[src/verilog/wcg_pkg.sv]
// Package for the watchdog configuration guard: register map, field layout, timing.
// Assumes a 250 MHz system clock and a 32-bit Avalon-MM register port.
package wcg_pkg;
  // Byte offsets
  localparam logic [3:0] CTRL_OFS = 4'h0;
  localparam logic [3:0] STAT_OFS = 4'h4;
  localparam logic [3:0] MASK_OFS = 4'h8;
  localparam logic [3:0] VEC_OFS = 4'hC;
  // Control field positions
  localparam int TSEL_LO_POS = 0;
  localparam int WDE_POS = 3;
  localparam int CUB_POS = 4;
  localparam int TSEL_HI_POS = 5;
  // Status bits
  localparam int EV_TIMEOUT_POS = 0;
  localparam int EV_REFUSED_POS = 1;
  localparam int EV_COUNT = 2;
  // Reset values and largest timeout select code
  localparam logic [3:0] TSEL_RST = 4'h0;
  localparam logic [3:0] TSEL_MAX = 4'h9;
  localparam logic [15:0] RESET_VECTOR = 16'h0000;
  // Unlock window, in system clock cycles
  localparam logic [2:0] UNLOCK_CYCLES = 3'h4;
  // Shortest timeout in watchdog oscillator cycles
  localparam int BASE_TIMEOUT = 2048;

  typedef struct packed {
    logic watchdog_enable;
    logic [3:0] timeout_select;
  } wcg_cfg_type;
endpackage

[src/verilog/wcg_top.sv]
// Watchdog configuration guard with timed unlock, timeout counter and reset request.
// Assumes software on Avalon-MM, a fuse level input and a watchdog oscillator tick from
// another domain; the fuse and tick are synchronised here.
//
// Our own choices: the register offsets and the Avalon-MM register port.
module wcg_top (
  // Clock and reset
  input wire logic clk_sys_in,
  input wire logic resetn_in,
  // Avalon-MM slave
  input wire logic [3:0] avs_address_in,
  input wire logic avs_read_in,
  input wire logic avs_write_in,
  input wire logic [31:0] avs_writedata_in,
  input wire logic [3:0] avs_byteenable_in,
  output logic [31:0] avs_readdata_out,
  output logic avs_waitrequest_out,
  // Fuse and watchdog oscillator
  input wire logic safety_level_fuse_in,
  input wire logic wdt_osc_tick_in,
  input wire logic wdt_kick_in,
  // Results
  output logic wdt_reset_out,
  output logic [15:0] reset_vector_out,
  output logic irq_out
);
  logic [1:0] rst_sync_q;
  logic rst_n;
  logic [1:0] fuse_sync_q;
  logic fuse_q;
  logic [2:0] tick_sync_q;
  logic tick_pulse;
  logic level2;
  logic ack_q;
  logic access;
  logic wr_ctrl;
  logic [7:0] wbyte;
  logic wr_cub;
  logic wr_wde;
  logic [3:0] wr_tsel;
  logic [2:0] win_q;
  logic win_open;
  logic wde_q;
  logic [3:0] tsel_q;
  logic [20:0] cnt_q;
  logic [20:0] limit;
  logic timeout;
  logic refused;
  logic [1:0] stat_q;
  logic [1:0] mask_q;
  logic [7:0] ctrl_rd;
  logic [31:0] rd_d;

  // Reset release through two flops
  always_ff @(posedge clk_sys_in or negedge resetn_in) begin
    if (!resetn_in) begin
      rst_sync_q <= 2'h0;
    end else begin
      rst_sync_q <= {rst_sync_q[0], 1'b1};
    end
  end
  assign rst_n = rst_sync_q[1];

  // Fuse is a pin: synchronise, then held in a level register
  always_ff @(posedge clk_sys_in or negedge rst_n) begin
    if (!rst_n) begin
      fuse_sync_q <= 2'h0;
      fuse_q <= 1'b0;
    end else begin
      fuse_sync_q <= {fuse_sync_q[0], safety_level_fuse_in};
      fuse_q <= fuse_sync_q[1];
    end
  end
  assign level2 = fuse_q;

  // Oscillator tick from another domain; edge taken after two flops
  always_ff @(posedge clk_sys_in or negedge rst_n) begin
    if (!rst_n) begin
      tick_sync_q <= 3'h0;
    end else begin
      tick_sync_q <= {tick_sync_q[1:0], wdt_osc_tick_in};
    end
  end
  assign tick_pulse = tick_sync_q[1] & ~tick_sync_q[2];

  // Single-cycle wait state so every access answers on the second edge
  assign access = (avs_read_in | avs_write_in) & ~ack_q;
  always_ff @(posedge clk_sys_in or negedge rst_n) begin
    if (!rst_n) begin
      ack_q <= 1'b0;
    end else begin
      ack_q <= access;
    end
  end
  assign avs_waitrequest_out = (avs_read_in | avs_write_in) & ~ack_q;

  assign wr_ctrl = avs_write_in & ack_q & (avs_address_in == wcg_pkg::CTRL_OFS)
                   & avs_byteenable_in[0];
  assign wbyte = avs_writedata_in[7:0];
  assign wr_cub = wbyte[wcg_pkg::CUB_POS];
  assign wr_wde = wbyte[wcg_pkg::WDE_POS];
  assign wr_tsel = {wbyte[wcg_pkg::TSEL_HI_POS], wbyte[wcg_pkg::TSEL_LO_POS +: 3]};

  // Unlock window counts down four cycles from the opening write
  always_ff @(posedge clk_sys_in or negedge rst_n) begin
    if (!rst_n) begin
      win_q <= 3'h0;
    end else if (wr_ctrl && wr_cub && wr_wde) begin
      win_q <= wcg_pkg::UNLOCK_CYCLES;
    end else if (win_q != 3'h0) begin
      win_q <= win_q - 3'h1;
    end
  end
  assign win_open = (win_q != 3'h0);

  // Enable bit; level two pins it high regardless of writes
  always_ff @(posedge clk_sys_in or negedge rst_n) begin
    if (!rst_n) begin
      wde_q <= 1'b0;
    end else if (wr_ctrl && !level2) begin
      if (wr_wde) begin
        wde_q <= 1'b1;
      end else if (win_open && !wr_cub) begin
        wde_q <= 1'b0;
      end
    end
  end

  // Timeout select; free at level one, guarded at level two
  always_ff @(posedge clk_sys_in or negedge rst_n) begin
    if (!rst_n) begin
      tsel_q <= wcg_pkg::TSEL_RST;
    end else if (wr_ctrl && !wr_cub) begin
      if (!level2 || win_open) begin
        tsel_q <= wr_tsel;
      end
    end
  end

  // Refused protected write: level-one disable or level-two timeout change with window closed
  assign refused = wr_ctrl & !wr_cub & !win_open &
                   ((!level2 & !wr_wde & wde_q) | (level2 & (wr_tsel != tsel_q)));

  // Timeout limit doubles per code; reserved codes use the longest
  always_comb begin
    limit = 21'h0;
    if (tsel_q > wcg_pkg::TSEL_MAX) begin
      limit = 21'(wcg_pkg::BASE_TIMEOUT) << wcg_pkg::TSEL_MAX;
    end else begin
      limit = 21'(wcg_pkg::BASE_TIMEOUT) << tsel_q;
    end
  end

  // Counter runs only while enabled; level two always runs
  always_ff @(posedge clk_sys_in or negedge rst_n) begin
    if (!rst_n) begin
      cnt_q <= 21'h0;
    end else if (!(wde_q || level2) || wdt_kick_in || timeout) begin
      cnt_q <= 21'h0;
    end else if (tick_pulse) begin
      cnt_q <= cnt_q + 21'h1;
    end
  end
  assign timeout = (wde_q | level2) & tick_pulse & (cnt_q == limit - 21'h1);

  always_ff @(posedge clk_sys_in or negedge rst_n) begin
    if (!rst_n) begin
      wdt_reset_out <= 1'b0;
    end else begin
      wdt_reset_out <= timeout;
    end
  end
  assign reset_vector_out = wcg_pkg::RESET_VECTOR;

  // Sticky status; set wins over the read clear
  always_ff @(posedge clk_sys_in or negedge rst_n) begin
    if (!rst_n) begin
      stat_q <= 2'h0;
    end else begin
      stat_q <= (avs_read_in && ack_q && avs_address_in == wcg_pkg::STAT_OFS ? 2'h0 : stat_q)
                | {refused, timeout};
    end
  end
  always_ff @(posedge clk_sys_in or negedge rst_n) begin
    if (!rst_n) begin
      mask_q <= 2'h0;
    end else if (avs_write_in && ack_q && avs_address_in == wcg_pkg::MASK_OFS
                 && avs_byteenable_in[0]) begin
      mask_q <= avs_writedata_in[wcg_pkg::EV_COUNT-1:0];
    end
  end
  assign irq_out = |(stat_q & mask_q);

  // Readback
  always_comb begin
    ctrl_rd = 8'h0;
    ctrl_rd[wcg_pkg::TSEL_LO_POS +: 3] = tsel_q[2:0];
    ctrl_rd[wcg_pkg::TSEL_HI_POS] = tsel_q[3];
    ctrl_rd[wcg_pkg::WDE_POS] = wde_q | level2;
    ctrl_rd[wcg_pkg::CUB_POS] = win_open;
    rd_d = 32'h0;
    unique case (avs_address_in)
      wcg_pkg::CTRL_OFS: rd_d = {24'h0, ctrl_rd};
      wcg_pkg::STAT_OFS: rd_d = {30'h0, stat_q};
      wcg_pkg::MASK_OFS: rd_d = {30'h0, mask_q};
      wcg_pkg::VEC_OFS: rd_d = {16'h0, wcg_pkg::RESET_VECTOR};
      default: rd_d = 32'h0;
    endcase
  end
  always_ff @(posedge clk_sys_in or negedge rst_n) begin
    if (!rst_n) begin
      avs_readdata_out <= 32'h0;
    end else if (avs_read_in && access) begin
      avs_readdata_out <= rd_d;
    end
  end
endmodule
[config.mk]
export PLATFORM = sky130hd
export DESIGN_NAME = wcg_top
export DESIGN_NICKNAME = d
export VERILOG_FILES = /design/src/verilog/wcg_pkg.sv /design/src/verilog/wcg_top.sv
export SDC_FILE = /design/constraint.sdc
export NUM_CORES = 1
export LEC_CHECK = 0
export ABC_AREA = 1
export BUFFER_PORTS_ARGS = -buffer_cell sky130_fd_sc_hd__buf_2
export CAP_MARGIN = 20
export CORE_MARGIN = 2
export CORE_UTILIZATION = 52
export DETAILED_ROUTE_END_ITERATION = 12
export PLACE_DENSITY = 0.83
export SYNTH_ARGS = -nofsm -noshare
export SYNTH_HDL_FRONTEND = slang
export SYNTH_SLANG_ARGS = --single-unit
[constraint.sdc]
create_clock -name clk_sys_in -period 1.61 [get_ports clk_sys_in]
set_input_delay 0.161 -clock clk_sys_in [delete_from_list [all_inputs] [get_ports clk_sys_in]]
set_output_delay 0.161 -clock clk_sys_in [all_outputs]
set_load 0.02 [all_outputs]
==> results of run 1 <==
-- stage by stage --
step	total power, mW	setup WS (ps)	TNS (ps)
after floorplan	1.91	-378	-7280
after global placement	1.99	-389	-8370
after detailed placement	2.03	-467	-9690
after CTS	2.83	-394	-8560
after global routing	3.01	-516	-11380
final	2.84	-411	-8900
-- flip-flops by register name (all words and copies together) (netlist names), 2 cells and up --
name / flops
avs_readdata_out: 6
cnt_q: 21
fuse_sync_q: 2
mask_q: 2
rst_sync_q: 2
stat_q: 2
tick_sync_q: 3
tsel_q: 4
win_q: 3
-- layer usage --
metal | vias to the layer above | routed length [um] | track usage
met3 | 11 | 360 | 0.0385
met5 | - | 0 | 0
met2 | 87 | 3630 | 0.403
li1 | 1391 | - | -
met1 | 1335 | 2840 | 0.273
met4 | 0 | 91 | 0.0729
-- final cells by class --
| type | instances | area [um2] |
|---|---|---|
| fill | 487 | 2100 |
| multi-input combinational | 310 | 1540 |
| sequential | 49 | 1230 |
| timing repair buffer | 78 | 573 |
| inverter | 57 | 214 |
| tap | 75 | 93.8 |
| clock buffer | 6 | 82.6 |
| clock inverter | 2 | 17.5 |
-- repair_timing --
item / in CTS / in global routing
hold endpoints to repair: 4 / 0
hold buffers: 3 / 0
gates resized for setup: 8 / 4
endpoints found under the setup margin: 23 / 23
buffers inserted: 4 / 1
pin swaps: 7 / 1
-- worst max-delay path, delay by kind of cell, from the launching register on --
family                   cells  cell delay [ps]
AND/OR/NAND/NOR             12             1030
buffers and inverters        2              170
flip-flops                   1              450
adder cells (fa/ha/maj)      1              270
-- worst paths after layout --
check / to / slack (ps)
max: cnt_q[11] / -410
min: tsel_q[2] / 130
max reg2reg: cnt_q[11] / -410
min reg2reg: ack_q / 210
max in group asynchronous: cnt_q[5] / 900
min in group asynchronous: rst_sync_q[0] / 160
-- power by group through the flow --
| stage | clock [mW] | combinational [mW] | sequential (mW) |
|---|---|---|---|
| after floorplan | 0 | 0.490 | 1.42 |
| after global placement | 0 | 0.585 | 1.41 |
| after detailed placement | 0 | 0.613 | 1.42 |
| after CTS | 0.806 | 0.636 | 1.39 |
| after global routing | 0.865 | 0.744 | 1.40 |
| final | 0.787 | 0.665 | 1.39 |
-- cells in the final DEF, fill, tap and decap left out, types with 2 or more instances in the layout --
cell type,synthesis,final
sky130_fd_sc_hd__buf_4,43,44
sky130_fd_sc_hd__dlygate4sd3_1,0,3
sky130_fd_sc_hd__clkbuf_8,0,6
sky130_fd_sc_hd__dfrtp_2,0,4
sky130_fd_sc_hd__nand3_2,9,14
sky130_fd_sc_hd__a21oi_1,6,6
sky130_fd_sc_hd__nor2_2,4,4
sky130_fd_sc_hd__buf_12,0,3
sky130_fd_sc_hd__nand4_1,7,7
sky130_fd_sc_hd__nand2_2,1,4
sky130_fd_sc_hd__xor2_1,4,4
sky130_fd_sc_hd__buf_6,0,2
sky130_fd_sc_hd__ha_1,4,3
sky130_fd_sc_hd__nor2_1,60,59
sky130_fd_sc_hd__dfrtp_1,49,45
sky130_fd_sc_hd__nor3_1,8,8
sky130_fd_sc_hd__o22ai_1,4,4
sky130_fd_sc_hd__o21ai_0,10,10
sky130_fd_sc_hd__o21ai_1,2,2
sky130_fd_sc_hd__nor2_4,3,4
sky130_fd_sc_hd__xnor2_1,6,6
sky130_fd_sc_hd__inv_2,2,4
sky130_fd_sc_hd__conb_1,2,43
sky130_fd_sc_hd__nand2_1,100,97
sky130_fd_sc_hd__a21oi_2,2,2
sky130_fd_sc_hd__inv_1,55,53
sky130_fd_sc_hd__mux2_2,2,2
sky130_fd_sc_hd__buf_2,1,26
sky130_fd_sc_hd__nand3_1,30,25
-- logic make-up (layout without fill, tap and decap cells) --
| logic type | after synthesis | after routing | synth area share |
|---|---|---|---|
| and+or+nand+nor | 225 | 225 | 0.326 |
| buffers and inverters | 102 | 143 | 0.179 |
| DFF | 49 | 49 | 0.393 |
| AOI/OAI and AO/OA | 26 | 26 | 0.0486 |
| xor gates and xnor gates | 10 | 10 | 0.0281 |
| adders and majority gates | 4 | 4 | 0.0161 |
| other | 2 | 43 | 0.00241 |
| muxes | 2 | 2 | 0.00723 |
==> metrics.log, run 1 <==
INFO  metric outcome = complete, but fails checks
INFO  metric clk_latency = 310 ps
INFO  metric number_of_antenna_cells_inserted = 0
INFO  metric p_per_area = 758 nW/um2
INFO  metric holdPathStages = 3
INFO  metric power_frac_comb = 0.234
INFO  metric fin_util = 0.641
INFO  metric clock.fmax = 495 MHz
INFO  metric die_height = 81.4 um
INFO  metric grt_pass1_vias = 2608
INFO  metric finish.cell_count_without_fillers = 577
INFO  metric yosysTopAreaCellShare = 0.393
INFO  metric cts-htree-levels = 2
INFO  metric drive_above_1_share = 0.245
INFO  metric ys_warn_count = 0
INFO  metric switching_share = 0.324
INFO  metric cts-root-buf = sky130_fd_sc_hd__clkbuf_8
INFO  metric detailed_place.area = 3550 um2
INFO  metric syn_to_final_growth = 20.4%
INFO  metric postRouteAntennaNets = 0
INFO  metric reg2reg_from = tsel_q[1]
INFO  metric detailedRoute.firstPassIterationCount = 4
INFO  metric worst_setup_path_category = reg2reg
INFO  metric final_period_minus_worst_setup_slack = 2020 ps
INFO  metric worst_hold_startpoint = avs_writedata_in[2]
INFO  metric synth_top_flop_cell = sky130_fd_sc_hd__dfrtp_1
INFO  metric avgViaCountPerCell = 4.89
INFO  metric grt_pass1_wl = 11300 um
INFO  metric slowest_stage = sky130_fd_sc_hd__dfrtp_2
INFO  metric die_footprint = 6630 um2
INFO  metric cp_cell_sequence = nor2_4 > nand2_2 > ha_4 > inv_2 > nand2_1 > nand2_1 > nor2_1 > nand2_1 > nor2_1 > nand3_1 > nor2_2 > nand2_4 > buf_6 > nand3_1 > nor2_1
INFO  metric count_of_flip_flops_with_a_built_in_enable_after_synthesis = 0
INFO  metric dp_cells = 561
INFO  metric synthArstFlopShare = 1.00
INFO  metric start_kind = flip-flop
INFO  metric clock_sinks = 49
INFO  metric netlist.top_cell.by_area = sky130_fd_sc_hd__dfrtp_1
INFO  metric report.final.hold_viol_count = 0
INFO  metric failed_checks = setup timing
INFO  metric grt_max_degree = 31
INFO  metric cts_buffers = 5
INFO  metric synth_sequential_area_ratio = 0.393
INFO  metric fp-row-count = 28
INFO  metric leakagePower = 1.95 nW
INFO  metric cp.arrival = 2220 ps
INFO  metric switching_power = 0.921 mW
INFO  metric synth.top_cells.by_area = sky130_fd_sc_hd__dfrtp_1 39%, sky130_fd_sc_hd__nand2_1 12%, sky130_fd_sc_hd__buf_4 10%
INFO  metric grt_util_all_layers = 0.225
INFO  metric cts.reportedPaths.clkPinSlew = 100 ps
INFO  metric maxCapViolCount = 0
INFO  metric syn-instance-count = 420
INFO  metric yosys_register_bits = 49
INFO  metric cell_internal_pwr = 1.92 mW
INFO  metric post-route-worst-setup-slack = -411 ps
INFO  metric pin_count = 98
INFO  metric setup_viol = 23
INFO  metric core-area = 5850 um2
INFO  metric global_route.overflow_total = 0
INFO  metric slew_viol_final = 0
INFO  metric routed-via-count = 2824
INFO  metric finalWirelength = 6930 um
INFO  metric synth.top_cells.by_count = 100 x sky130_fd_sc_hd__nand2_1, 60 x sky130_fd_sc_hd__nor2_1, 55 x sky130_fd_sc_hd__inv_1
INFO  metric layout_cell_area_excl_fill = 3750 um2
INFO  metric top_fanout_value_on_the_critical_path = 4
INFO  metric port_buffers = 26
INFO  metric rsz0062_at_grt = yes
INFO  metric worst-r2r-cell-count = 15
INFO  metric hpwlAfterDp = 5380 um
INFO  metric syn-mean-instance-area = 7.42 um2
INFO  metric design.final.nets = 552
INFO  metric drt_iter0_drc = 224
INFO  metric p_clk_frac = 0.277
INFO  metric critical_path.startpoint = tsel_q[1]
INFO  metric start_util = 0.533
INFO  metric final.hold.worst_slack = 128 ps
INFO  metric yosys.cell_count.top_type = sky130_fd_sc_hd__nand2_1
INFO  metric power_frac_seq = 0.489
INFO  metric worstHoldPathType = in2reg
INFO  metric tritoncts = built
INFO  metric fin_skew = 8.75 ps
INFO  metric timing.final.crit_share = 1.26
INFO  metric critical_path_required = 1810 ps
INFO  metric drc_errors = 0
INFO  metric clockBufferDepth = 2
INFO  metric post_synth_num_cell_types = 30
INFO  metric cp_slowest_stage_delay = 450 ps
INFO  metric initial_antenna_violation_count = 0
INFO  metric finalWeightedCongestion = 0.917
INFO  metric crit_path_end_kind = flip-flop
INFO  metric irDropWorstVdd = 0.876 mV
INFO  metric die-width = 81.4 um
INFO  metric drt_wl_cell = 12.0 um
INFO  metric synthesis.area = 3120 um2
Power figures use the tool's default switching activity.
==> inputs of run 2 (changes only) <==
--- a/config.mk
+++ b/config.mk
@@ -11,6 +11,7 @@
 export CORE_MARGIN = 2
 export CORE_UTILIZATION = 52
 export DETAILED_ROUTE_END_ITERATION = 12
+export MAX_ROUTING_LAYER = met4
 export PLACE_DENSITY = 0.83
 export SYNTH_ARGS = -nofsm -noshare
 export SYNTH_HDL_FRONTEND = slang
==> run 2 against run 1 <==
The run still ends with setup timing left. Critical path depth did not move. Via count rose by 0.74%. Largest power group unchanged. Power fell by 3.0%. Clock power fell by 9.0%. First-iteration DRC count rose by 6.3%. Non-clock buffer count rose by 1. Sequential power barely moved.
==> metrics.log, run 2 (same netlist as run 1, synthesis figures left out) <==
INFO  metric clock_sinks = 49 (unchanged)
INFO  metric number_of_antenna_cells_inserted = 0 (unchanged)
INFO  metric timing.final.crit_share = 1.24 (-0.0128)
INFO  metric grt_util_all_layers = 0.232 (+0.00713)
INFO  metric reg2reg_from = tsel_q[2]
INFO  metric logic_depth_of_the_worst_setup_path_including_buffers = 15 (unchanged)
INFO  metric tritoncts = built
INFO  metric post-layout-total-power = 2.76 mW (-3.0%)
INFO  metric r2r-end = cnt_q[17]
INFO  metric hpwlAfterDp = 5290 um (-1.6%)
INFO  metric drc_errors = 0 (unchanged)
INFO  metric endpoint = cnt_q[17]
INFO  metric report.final.hold_viol_count = 0 (unchanged)
INFO  metric drt_wl_cell = 12.1 um (+0.64%)
INFO  metric design.final.nets = 553 (+0.18%)
INFO  metric largest_register_by_flop_count = cnt_q
INFO  metric grt_peak_use_layer = met2
INFO  metric setup_viol = 23 (unchanged)
INFO  metric worstHoldPathType = in2reg
INFO  metric slew_viol_final = 0 (unchanged)
INFO  metric worst_setup_path_category = reg2reg
INFO  metric maxCapViolCount = 0 (unchanged)
INFO  metric clock.fmax = 500 MHz (+1.0%)
INFO  metric mostFrequentLayoutCell = sky130_fd_sc_hd__nand2_1
INFO  metric cts-root-buf = sky130_fd_sc_hd__clkbuf_8
INFO  metric crit_path_end_kind = flip-flop
INFO  metric drive_above_1_share = 0.251 (+0.00598)
INFO  metric most_repeated_library_cell_on_the_critical_path = sky130_fd_sc_hd__nor2_2
INFO  metric drt_iter0_drc = 238 (+6.3%)
INFO  metric clockBufferDepth = 2 (unchanged)
INFO  metric critical_path.startpoint = tsel_q[2]
INFO  metric cts-htree-levels = 2 (unchanged)
INFO  metric layout.filler_cells = 485 (-0.41%)
INFO  metric worst-r2r-setup-slack = -390 ps (+20 ps)
INFO  metric number_of_flip_flops_in_the_largest_register = 21 (unchanged)
INFO  metric leakagePower = 1.94 nW (-0.44%)
INFO  metric die_height = 81.4 um (unchanged)
INFO  metric slowest_stage = sky130_fd_sc_hd__dfrtp_1
INFO  metric port_buffers = 26 (unchanged)
INFO  metric top_fanout_value_on_the_critical_path = 6 (+2)
INFO  metric core-area = 5850 um2 (unchanged)
INFO  metric use_met2 = 0.402 (-0.00164)
INFO  metric pin_count = 98 (unchanged)
INFO  metric p_per_area = 735 nW/um2 (-3.0%)
INFO  metric detailedRoute.firstPassIterationCount = 4 (unchanged)
INFO  metric postRouteAntennaNets = 0 (unchanged)
INFO  metric start_util = 0.533 (unchanged)
INFO  metric outcome = complete, but fails checks
INFO  metric irDropWorstVdd = 0.880 mV (+0.46%)
INFO  metric finalWeightedCongestion = 0.916 (about the same)
INFO  metric multi_input_area = 1550 um2 (+0.49%)
INFO  metric failed_checks = setup timing
INFO  metric fin_skew = 9.75 ps (+0.996 ps)
INFO  metric use_met3 = 0.0385 (unchanged)
INFO  metric finalWirelength = 6970 um (+0.64%)
INFO  metric fp-row-count = 28 (unchanged)
INFO  metric critical_path_required = 1810 ps (about the same)
INFO  metric final.hold.worst_slack = 123 ps (-4.46 ps)
INFO  metric avgViaCountPerCell = 4.93 (+0.74%)
INFO  metric cp.arrival = 2200 ps (-20 ps)
INFO  metric groute.layer.met1.usage = 0.268 (-0.00494)
INFO  metric worst-r2r-cell-count = 15 (unchanged)
INFO  metric buf_inv_on_cp = 2 (unchanged)
INFO  metric grt_pass1_wl = 11500 um (+1.7%)
INFO  metric grt_pass1_vias = 2698 (+3.5%)
INFO  metric rsz0062_at_grt = yes
INFO  metric final_period_minus_worst_setup_slack = 2000 ps (-20.6 ps)
INFO  metric die-width = 81.4 um (unchanged)
INFO  metric start_kind = flip-flop
INFO  metric cts.reportedPaths.clkPinSlew = 90 ps (about the same)
INFO  metric cp_slowest_stage_delay = 430 ps (-20 ps)
INFO  metric final_cell_mix = 95 x sky130_fd_sc_hd__nand2_1, 57 x sky130_fd_sc_hd__nor2_1, 51 x sky130_fd_sc_hd__inv_1
INFO  metric syn_to_final_growth = 20.4% (unchanged)
INFO  metric cp_cell_sequence = nor2_4 > nand3_2 > ha_4 > inv_2 > nand2_2 > nand2_2 > nor2_2 > nand2_1 > nor2_1 > nand3_1 > nor2_2 > nand2_4 > buf_12 > nand3_2 > nor2_2
INFO  metric global_route.overflow_total = 0 (unchanged)
INFO  metric post-route-worst-setup-slack = -391 ps (+20.6 ps)
INFO  metric clk_latency = 310 ps (about the same)
INFO  metric area_used_by_sequential_logic_in_the_layout = 1230 um2 (unchanged)
INFO  metric cts_buffers = 5 (unchanged)
INFO  metric cp_top_family = simple AND/OR/NAND/NOR gates
INFO  metric initial_antenna_violation_count = 0 (unchanged)
INFO  metric die_footprint = 6630 um2 (unchanged)
INFO  metric grt_max_degree = 31 (unchanged)
INFO  metric routed-via-count = 2845 (+0.74%)
INFO  metric reg.largest.list = cnt_q x21, avs_readdata_out x6, tsel_q x4
-- run 2: through the flow --
| stage | instance area [um2] | setup TNS [ps] | utilization | instances | setup WS, ps |
|---|---|---|---|---|---|
| after global routing | 3750 | -11830 | 0.641 | 577 | -536 |
| after CTS | 3710 | -7900 | 0.635 | 575 | -370 |
| final | 3750 | -8440 | 0.641 | 577 | -391 |
| after floorplan | 3300 | -7280 | - | 461 | -378 |
| after global placement | 3560 | -8380 | 0.609 | 563 | -391 |
| after detailed placement | 3560 | -9060 | 0.609 | 563 | -422 |
-- run 2: how the worst min path moves through the flow --
stage,to,startpoint,slack (ps),depth (start not counted)
after floorplan,rst_sync_q[0],resetn_in,-130,0
after global placement,rst_sync_q[0],resetn_in,-50,1
after detailed placement,rst_sync_q[0],resetn_in,-50,1
after CTS,ack_q,avs_write_in,120,3
after global routing,ack_q,avs_read_in,150,3
final,ack_q,avs_write_in,120,3
-- run 2: metal layers --
metal | part of all wire | up-vias
li1 | - | 1391
met1 | 0.42 | 1354
met2 | 0.52 | 84
met3 | 0.044 | 16
met4 | 0.022 | 0
met5 | 0 | -
-- run 2: where the power goes --
group          total, mW  switching (mW)  internal, mW
registers           1.39          0.0733          1.32
logic              0.647           0.408         0.239
clock network      0.716           0.416         0.300
-- run 2: repair_timing --
action / CTS / global route
hold buffers: 3 / 0
setup endpoints to repair: 23 / 23
pin swaps: 6 / 1
gates cloned: 0 / 0
gates resized for setup: 9 / 9
endpoints found under the hold margin: 4 / 0
setup buffers: 2 / 2
-- run 2: final cells by class --
class                           count  area share
Multi-Input combinational cell    310       0.412
Sequential cell                    49       0.328
Timing Repair Buffer               79       0.155
Inverter                           57      0.0570
Tap cell                           75      0.0250
Clock buffer                        5      0.0183
Clock inverter                      2     0.00433
-- run 2: worst min-delay path: cells and delay by family --
kind / cells / cell delay [ps]
buf+inv: 2 / 160
compound gates: 1 / 70
